**src/core/febo_pkg.sv**
```systemverilog
package febo_pkg;

	// meaning currently carried by the shared pin
	typedef enum logic [0:0]
	{
		FEBO_MODE_ERROR = 1'h0,
		FEBO_MODE_BREAK = 1'h1
	} febo_mode_e;

	// observable state of the block
	typedef struct packed
	{
		febo_mode_e mode;
		logic fp_error_pending;
		logic break_pending;
	} febo_status_s;

	// reset values and the asserted pin level
	localparam logic FEBO_FLAG_RST = 1'h0;
	localparam logic FEBO_PIN_IDLE_N = 1'h1;
	localparam logic FEBO_ASSERTED_N = 1'h0;
	localparam febo_mode_e FEBO_MODE_RST = FEBO_MODE_ERROR;

	// default number of break event sources besides the probe request
	localparam int FEBO_BREAK_SRC_DEF = 1;

endpackage

```
**src/core/febo_error_break_out.sv**
```systemverilog
`timescale 1ns/1ps

// What this block does
// One shared pin: errors when stop request inactive, break events when active.
// Stop request deasserted: assert pin on detected unmasked floating-point error.
// Stop request asserted: assert pin while a break event is pending.
// Outside logic withdraws the stop request after seeing a break event.
// Break indication stays asserted until the stop request is deasserted.
// Probe request asserted during stop request counts as a break event; the code counts it only while break_report_enable_i is on.
// Shared pin, stop request and probe request are all active low.
module febo_error_break_out
#(
	parameter int NUM_BREAK_SRC = febo_pkg::FEBO_BREAK_SRC_DEF
)
(
	// clock and reset
	input wire logic sys_clk_i,
	input wire logic rst_n_i,
	// system side
	input wire logic clock_stop_request_n_i,
	input wire logic probe_request_n_i,
	// processor core side
	input wire logic fp_error_event_i,
	input wire logic fp_error_clear_i,
	input wire logic [NUM_BREAK_SRC-1:0] break_event_i,
	input wire logic break_report_enable_i,
	// pin and status
	output logic fp_error_break_event_n_o,
	output febo_pkg::febo_status_s status_o
);
	import febo_pkg::*;

	// elaboration check
	if (NUM_BREAK_SRC < 1)
	begin : g_bad_param
		$error("NUM_BREAK_SRC must be at least 1");
	end

	// decoded requests
	logic stop_active;
	logic probe_active;
	logic probe_hit;
	logic [NUM_BREAK_SRC-1:0] src_hit;
	logic any_src_hit;
	// flag controls and flags
	logic break_set;
	logic break_clear;
	logic fp_set;
	logic fp_clear;
	logic fp_flag;
	logic next_fp_flag;
	logic brk_flag;
	logic next_brk_flag;
	// pin and meaning
	logic next_pin_n;
	febo_mode_e mode;
	febo_mode_e next_mode;

	// stop request decoded once, so no other logic compares the raw pin level
	always_comb
	begin
		stop_active = 1'h0;
		if (clock_stop_request_n_i == FEBO_ASSERTED_N)
		begin
			stop_active = 1'h1;
		end
	end

	// probe request decoded the same way, as a level and not an edge
	always_comb
	begin
		probe_active = 1'h0;
		if (probe_request_n_i == FEBO_ASSERTED_N)
		begin
			probe_active = 1'h1;
		end
	end

	// probe request only counts while the stop request is held and reporting is on
	always_comb
	begin
		probe_hit = 1'h0;
		if (stop_active && break_report_enable_i && probe_active)
		begin
			probe_hit = 1'h1;
		end
	end

	// each further break source is qualified on its own in the same way
	for (genvar i = 0; i < NUM_BREAK_SRC; i++)
	begin : g_src
		assign src_hit[i] = stop_active && break_report_enable_i && break_event_i[i];
	end

	// qualified sources folded into one request
	assign any_src_hit = |src_hit;

	// probe or any source starts a pending break
	always_comb
	begin
		break_set = 1'h0;
		if (probe_hit || any_src_hit)
		begin
			break_set = 1'h1;
		end
	end

	// a pending break only ends once the stop request is withdrawn
	always_comb
	begin
		break_clear = 1'h0;
		if (!stop_active)
		begin
			break_clear = 1'h1;
		end
	end

	// error capture runs in both modes, so an error in a stop request is hidden, not lost
	always_comb
	begin
		fp_set = 1'h0;
		fp_clear = 1'h0;
		if (fp_error_event_i)
		begin
			fp_set = 1'h1;
		end
		if (fp_error_clear_i)
		begin
			fp_clear = 1'h1;
		end
	end

	// unmasked floating-point error, held until the core clears it
	febo_sticky_flag u_fp_flag
	(
		.sys_clk_i(sys_clk_i),
		.rst_n_i(rst_n_i),
		.set_i(fp_set),
		.clear_i(fp_clear),
		.flag_o(fp_flag),
		.next_flag_o(next_fp_flag)
	);

	// pending break event
	febo_sticky_flag u_brk_flag
	(
		.sys_clk_i(sys_clk_i),
		.rst_n_i(rst_n_i),
		.set_i(break_set),
		.clear_i(break_clear),
		.flag_o(brk_flag),
		.next_flag_o(next_brk_flag)
	);

	// pin meaning follows the stop request, sampled like every other input
	always_comb
	begin
		next_mode = FEBO_MODE_ERROR;
		if (stop_active)
		begin
			next_mode = FEBO_MODE_BREAK;
		end
	end

	// pin level for the coming cycle, picked by the coming meaning
	always_comb
	begin
		case (next_mode)
			FEBO_MODE_BREAK:
			begin
				next_pin_n = FEBO_PIN_IDLE_N;
				if (next_brk_flag)
				begin
					next_pin_n = FEBO_ASSERTED_N;
				end
			end
			FEBO_MODE_ERROR:
			begin
				next_pin_n = FEBO_PIN_IDLE_N;
				if (next_fp_flag)
				begin
					next_pin_n = FEBO_ASSERTED_N;
				end
			end
			default:
			begin
				next_pin_n = FEBO_PIN_IDLE_N;
			end
		endcase
	end

	// registered pin, aligned with the flag registers
	always_ff @(posedge sys_clk_i)
	begin
		if (!rst_n_i)
		begin
			fp_error_break_event_n_o <= FEBO_PIN_IDLE_N;
		end
		else
		begin
			fp_error_break_event_n_o <= next_pin_n;
		end
	end

	// meaning register, aligned with the pin and the flag registers
	always_ff @(posedge sys_clk_i)
	begin
		if (!rst_n_i)
		begin
			mode <= FEBO_MODE_RST;
		end
		else
		begin
			mode <= next_mode;
		end
	end

	// status read straight from the meaning and flag flip-flops
	always_comb
	begin
		status_o.mode = mode;
		status_o.fp_error_pending = fp_flag;
		status_o.break_pending = brk_flag;
	end

endmodule

```
**src/core/febo_sticky_flag.sv**
```systemverilog
`timescale 1ns/1ps

// sticky flag: set wins over clear in the same cycle
module febo_sticky_flag
(
	// clock and reset
	input wire logic sys_clk_i,
	input wire logic rst_n_i,
	// control
	input wire logic set_i,
	input wire logic clear_i,
	// state
	output logic flag_o,
	output logic next_flag_o
);
	import febo_pkg::*;

	// next value, set has priority so an event is never lost
	always_comb
	begin
		if (set_i)
		begin
			next_flag_o = 1'h1;
		end
		else if (clear_i)
		begin
			next_flag_o = 1'h0;
		end
		else
		begin
			next_flag_o = flag_o;
		end
	end

	// flag register
	always_ff @(posedge sys_clk_i)
	begin
		if (!rst_n_i)
		begin
			flag_o <= FEBO_FLAG_RST;
		end
		else
		begin
			flag_o <= next_flag_o;
		end
	end

endmodule

```
**config.mk**
```make
export PLATFORM = sky130hd
export DESIGN_NAME = febo_error_break_out
export DESIGN_NICKNAME = d
export VERILOG_FILES = /design/src/core/febo_pkg.sv /design/src/core/febo_error_break_out.sv /design/src/core/febo_sticky_flag.sv
export SDC_FILE = /design/constraint.sdc
export NUM_CORES = 1
export LEC_CHECK = 0
export ABC_CLOCK_PERIOD_IN_PS = 1500
export BUFFER_PORTS_ARGS = -buffer_cell sky130_fd_sc_hd__buf_4
export CORE_AREA = 2 2 39 41
export CTS_CLUSTER_DIAMETER = 40
export DETAILED_ROUTE_END_ITERATION = 16
export DIE_AREA = 0 0 41 43
export PLACE_DENSITY = 0.32
export SLEW_MARGIN = 0
export SYNTH_ARGS = -nofsm -noshare
export SYNTH_HDL_FRONTEND = slang
export SYNTH_HIERARCHICAL = 1
export SYNTH_SLANG_ARGS = --single-unit
```
**constraint.sdc**
```tcl
create_clock -name sys_clk_i -period 1.5 [get_ports sys_clk_i]
set_clock_uncertainty 0.1 [all_clocks]
set_input_delay 0 -clock sys_clk_i [delete_from_list [all_inputs] [get_ports sys_clk_i]]
set_output_delay 0 -clock sys_clk_i [all_outputs]
set_load 0.01 [all_outputs]
```
==> impl_metrics.py, run 1 <==
metrics = {
    "global_routing": {
        "antenna_found_initial": 0,
        "overflow": 0,
        "grt_pass1_vias": 148,
        "gr-usage-met1_pct": 6.11,
        "grt_use_total_pct": 5.22,
        "grtUsageMet3_pct": 1.57,
        "grt_use_met2_pct": 5.63,
        "grt_pass1_wl_um": 565,
        "grt_max_degree": 5,
        "gr-max-usage-layer": "met4",
    },
    "worst_setup_path": {
        "cp_max_fo": 2,
        "crit_path_end_kind": "register",
        "worstPathRequired_ns": 1.51,
        "start_kind": "primary input",
        "worstRegToRegCells": 3,
        "worstPathArrival_ns": 1.39,
        "worstSetupPathType": "in2reg",
    },
    "timing": {
        "fin_tns_setup_ns": 0,
        "fin_ws_ns": 0.127,
        "timing.final.crit_period_ns": 1.37,
        "slew_headroom_pct": 83.9,
        "finalMaxSlewViolations": 0,
        "holdWs_ns": 0.136,
        "hold_viol": 0,
        "grt_setup_unrepaired": "no",
        "tightest_slew_ns": 0.241,
        "setup_viol": 0,
        "max_clock_freq_ghz": 0.729,
        "period_share_pct": 91.5,
    },
    "layout": {
        "fin_nets": 43,
        "drive_gt1_share_pct": 51.5,
        "area_delta_synth_final_pct": 73.1,
        "instances_no_fill": 49,
        "antenna_cells": 0,
        "utilization_pct": 24.4,
        "postLayoutCellArea_um2": 338,
    },
    "routing": {
        "route.detailed.drc": 0,
        "via_per_inst": 3.27,
        "wl_per_cell_um": 7.18,
        "first_pass_iters": 2,
        "drt.antenna.violating_nets": 0,
        "vias": 160,
        "totalWireLength_um": 352,
        "drt_iter0_markers": 3,
    },
    "clock_network": {
        "cts_setup_buffers": 0,
        "root_buffer": "clkbuf_4",
        "cts_htree_levels": 1,
        "holdBufCountCts": 4,
        "cts_tree": "yes",
        "clock_latency_ns": 0.23,
        "numCtsBuffers": 3,
        "clk_pin_slew_ns": 0.04,
        "cts_resized": 0,
        "clockBufferDepth": 2,
        "clock_sinks": 4,
    },
    "synth": {
        "synth_compound_area_share_pct": 7.69,
        "yosysTopAreaCellShare_pct": 41.0,
        "seq_area_frac_synth_pct": 41.0,
        "synthCells": 18,
        "synthTopCellsByArea": "dfxtp_1, nor2b_4, buf_4, o21a_1, or2_1",
        "synth.largest_area_cell": "dfxtp_1",
        "synth_top_family_by_area": "simple AND/OR/NAND/NOR gates",
        "syn_avg_cell_area_um2": 10.8,
        "netlist_area_um2": 195,
        "synthMuxAreaShare_pct": 5.77,
        "synth.net_count": 26,
        "synthDistinctLibCells": 10,
        "synth-simple-area-share_pct": 34.0,
        "ys_warn_count": 6,
        "ys_seq_elements": 4,
        "synthAdderAreaFrac_pct": 0,
        "synth_xor_xnor_area_share_pct": 0,
    },
    "place": {
        "routabilityCongestion": 0.650,
        "dpl.cell_count": 42,
        "portBuffers": 11,
        "placed_area_um2": 275,
        "pre_cts_slack_ns": 0.384,
    },
    "power": {
        "powerDensity_mw_per_mm2": 893,
        "peakVddDrop_uv": 203,
        "power_leakage_nw": 0.154,
        "power_mw": 0.302,
    },
    "floorplan": {
        "initial_core_util_pct": 14.1,
        "std_cell_rows": 14,
        "core-area_mm2": 0.00138,
        "ios": 12,
        "die_area_mm2": 0.00176,
        "die_width_um": 41,
        "die_h_um": 43,
    },
    "min_path": {
        "hold_path_depth": 3,
        "holdCritPathClass": "in2reg",
    },
    "outcome": {
        "status": "completed",
    },
    "run": {
        "max-cap-violations": 0,
    },
}
[layout by cell type (no fill, tap or decap)]
cell type,count
mux2_1,1
dlygate4sd3_1,4
buf_4,11
clkbuf_4,3
dfxtp_1,4
and2b_2,1
or2_1,2
o21a_1,2
nand2_1,1
nor2b_4,2
nor2b_1,1
nor3b_1,1
[cell usage after synthesis]
cell,instances
dfxtp_1,4
buf_4,3
nor2b_4,2
o21a_1,2
or2_1,2
and2b_2,1
mux2_1,1
nand2_1,1
nor2b_1,1
nor3b_1,1
[final timing paths]
kind | from | to | slack [ns]
worst max-delay path | fp_error_event_i | u_fp_flag/flag_o | 0.13
worst min-delay path | break_report_enable_i | u_brk_flag/flag_o | 0.14
worst max register to register | u_fp_flag/flag_o | u_fp_flag/flag_o | 0.17
worst min register to register | u_brk_flag/flag_o | u_brk_flag/flag_o | 0.50
[final cells by class]
| cell class | instances | area [um^2] |
|---|---|---|
| fill | 155 | 1050 |
| timing repair buffer | 15 | 123 |
| multi-input combinational | 11 | 92.6 |
| sequential | 4 | 80.1 |
| clock buffer | 3 | 22.5 |
| tap | 16 | 20.0 |
[where the power goes]
| group | total, mW | switching, mW | internal [mW] |
|---|---|---|---|
| Combinational | 0.0554 | 0.0174 | 0.0380 |
| Clock | 0.131 | 0.0414 | 0.0893 |
| Sequential | 0.116 | 0.00225 | 0.113 |
[critical path: stages]
cell	delay, ns
dlygate4sd3_1	0.54
buf_4	0.14
o21a_1	0.17
dlygate4sd3_1	0.54
[sequential cells by signal (all words and copies together), names as in the netlist]
name	cells
fp_error_break_event_n_o	1
mode	1
u_brk_flag/flag_o	1
u_fp_flag/flag_o	1
[cells by family (layout without fill, tap and decap cells)]
group                  count (synthesis)  after routing
AND/OR/NAND/NOR                        8              8
flip-flops                             4              4
buffers and inverters                  3             18
AO/OA/AOI/OAI                          2              2
multiplexers                           1              1
[metal layers]
metal / share of wire, % / wire [um]
met1: 40 / 142
met2: 47 / 167
met3: 8.0 / 28
met4: 4.0 / 14
met5: 0 / 0
No activity file was read; power rests on OpenSTA's default activity.
==> inputs of run 2 (changes only) <==
ABC_AREA = 1   (was not set)
PLACE_DENSITY = 0.33   (was 0.32)
==> impl_metrics.py, run 2 <==
metrics = {
    "outcome": {
        "status": "completed",
    },
    "synth": {
        "synth_most_common_cell": "inv_1",
        "syn_avg_cell_area_um2": 6.90,
        "synthCells": 31,
        "netlist_area_um2": 214,
        "synth_edf_count": 0,
        "synth.net_count": 39,
        "yosysTopAreaCellShare_pct": 37.4,
        "synth_common_cells": "inv_1, dfxtp_1, nand2_1, buf_4, nand2_2",
        "seq_area_frac_synth_pct": 37.4,
        "ys_warn_count": 6,
        "synth_ff_type": "dfxtp_1",
        "synth.largest_area_cell": "dfxtp_1",
        "synthArstFlopShare_pct": 0,
        "ys_seq_elements": 4,
        "synthDistinctLibCells": 10,
        "synthTopCellsByArea": "dfxtp_1, inv_1, buf_4, nand2_2, a21oi_2",
    },
    "layout": {
        "drive_gt1_share_pct": 44.7,
        "antenna_cells": 0,
        "layout_common_cells": "buf_4, inv_1, dlygate4sd3_1",
        "layout_commonest_cell": "buf_4",
        "fin_nets": 57,
        "utilization_pct": 26.5,
        "area_delta_synth_final_pct": 71.3,
    },
    "routing": {
        "via_per_inst": 3.29,
        "first_pass_iters": 4,
        "route.detailed.drc": 0,
        "wl_per_cell_um": 5.67,
        "drt_iter0_markers": 2,
        "drt.antenna.violating_nets": 0,
        "vias": 207,
        "totalWireLength_um": 357,
    },
    "worst_setup_path": {
        "cp_top_family": "buffers and inverters",
        "cp_max_fo": 2,
        "worstPathArrival_ns": 1.40,
        "cpPeakStageDelay_ns": 0.54,
        "crit_top_cell": "dlygate4sd3_1",
        "worstPathRequired_ns": 1.57,
        "start_kind": "primary input",
        "worstSetupPathType": "in2reg",
        "path_cells": "dlygate4sd3_1, buf_4, inv_1, nand2_2, a21oi_2, dlygate4sd3_1",
        "crit_path_end_kind": "register",
        "critPathBufInv": 4,
        "crit_slowest_cell": "dlygate4sd3_1",
    },
    "clock_network": {
        "cts_tree": "yes",
        "numCtsBuffers": 3,
        "root_buffer": "clkbuf_4",
        "cts_htree_levels": 1,
        "clock_sinks": 4,
        "clk_pin_slew_ns": 0.04,
        "clockBufferDepth": 2,
        "clock_latency_ns": 0.23,
    },
    "global_routing": {
        "grt_pass1_wl_um": 641,
        "overflow": 0,
        "grt_use_total_pct": 5.31,
        "grt_max_degree": 5,
        "antenna_found_initial": 0,
        "grt_pass1_vias": 190,
    },
    "power": {
        "pwr-share-clk_pct": 41.8,
        "peakVddDrop_uv": 198,
        "switchingPower_mw": 0.0642,
        "powerDensity_mw_per_mm2": 828,
        "p_int_mw": 0.239,
        "power_frac_seq_pct": 38.4,
        "combPwrFrac_pct": 19.8,
        "power_leakage_nw": 0.208,
        "swShare_pct": 21.2,
    },
    "timing": {
        "grt_setup_unrepaired": "no",
        "hold_viol": 0,
        "fin_tns_setup_ns": 0,
        "max_clock_freq_ghz": 0.750,
        "period_share_pct": 88.8,
        "tightest_slew_ns": 0.116,
        "finalMaxSlewViolations": 0,
        "timing.final.crit_period_ns": 1.33,
        "slew_headroom_pct": 92.2,
        "setup_viol": 0,
    },
    "floorplan": {
        "initial_core_util_pct": 15.5,
        "die_h_um": 43,
        "std_cell_rows": 14,
        "die_width_um": 41,
        "die_area_mm2": 0.00176,
        "core-area_mm2": 0.00138,
        "ios": 12,
    },
    "min_path": {
        "holdCritPathClass": "in2reg",
    },
    "run": {
        "max-cap-violations": 0,
    },
    "place": {
        "routabilityCongestion": 0.574,
        "portBuffers": 11,
        "hpwl_um": 307,
    },
}
run 2: cell families after synthesis:
kind of cell	Yosys count	share of synthesized area, %
AOI/OAI and AO/OA	2	8.19
buffers and inverters	14	29.8
DFF	4	37.4
and+or+nand+nor	11	24.6
run 2: worst paths after layout:
check,slack [ns],cells past startpoint,to,start
setup / recovery,0.17,6,u_fp_flag/flag_o,fp_error_clear_i
setup reg to reg,0.30,3,u_fp_flag/flag_o,u_fp_flag/flag_o
hold / removal,0.04,5,u_brk_flag/flag_o,break_report_enable_i
hold reg to reg,0.38,2,u_brk_flag/flag_o,u_brk_flag/flag_o
run 2: what timing repair did:
item,4_1_cts,5_1_grt
setup buffers,0,0
gates resized for setup,0,0
hold buffers,5,0
hold endpoints to repair,4,0
run 2: metrics by stage:
stage                     hold slack [ns]  setup WS, ns  std cells  area (um^2)  power [mW]
after CTS                          0.0402         0.160         63          367       0.315
after global placement              0.102         0.687         55          294       0.168
final                              0.0418         0.167         63          367       0.303
after global routing               0.0612         0.135         63          367       0.328
after detailed placement            0.101         0.675         55          294       0.169
after floorplan                   -0.0288         0.727         31          214       0.147
run 2: layout make-up:
| class | count | area (um^2) |
|---|---|---|
| multi-input cells | 13 | 70.1 |
| flip-flops and latches | 4 | 80.1 |
| fillers | 159 | 1020 |
| clock buffers | 3 | 22.5 |
| well taps | 16 | 20.0 |
| repair buffers | 16 | 133 |
| inverters | 11 | 41.3 |
run 2: routing by layer:
metal  up-vias  global-route usage (%)  part of all wire (%)  wire length (um)
li1        114                       -                     -                 -
met1        84                    6.05                    38               135
met2         7                    7.81                    54               194
met3         2                       0                   3.9                14
met4         0                    6.00                   3.4                12
met5         -                       0                     0                 0
run 2: power groups by stage:
stage          Combinational, mW  Clock, mW  Sequential (mW)
2_1_floorplan             0.0280          0            0.119
3_3_place_gp              0.0506          0            0.118
3_5_place_dp              0.0507          0            0.118
4_1_cts                   0.0614      0.137            0.116
5_1_grt                   0.0672      0.144            0.117
6_report                  0.0602      0.127            0.117
run 2: worst min-delay path: cells and delay by family:
kind / cells / cell delay, ns
buf+inv: 2 / 0.18
simple gates: 2 / 0.09
compound gates: 1 / 0.05
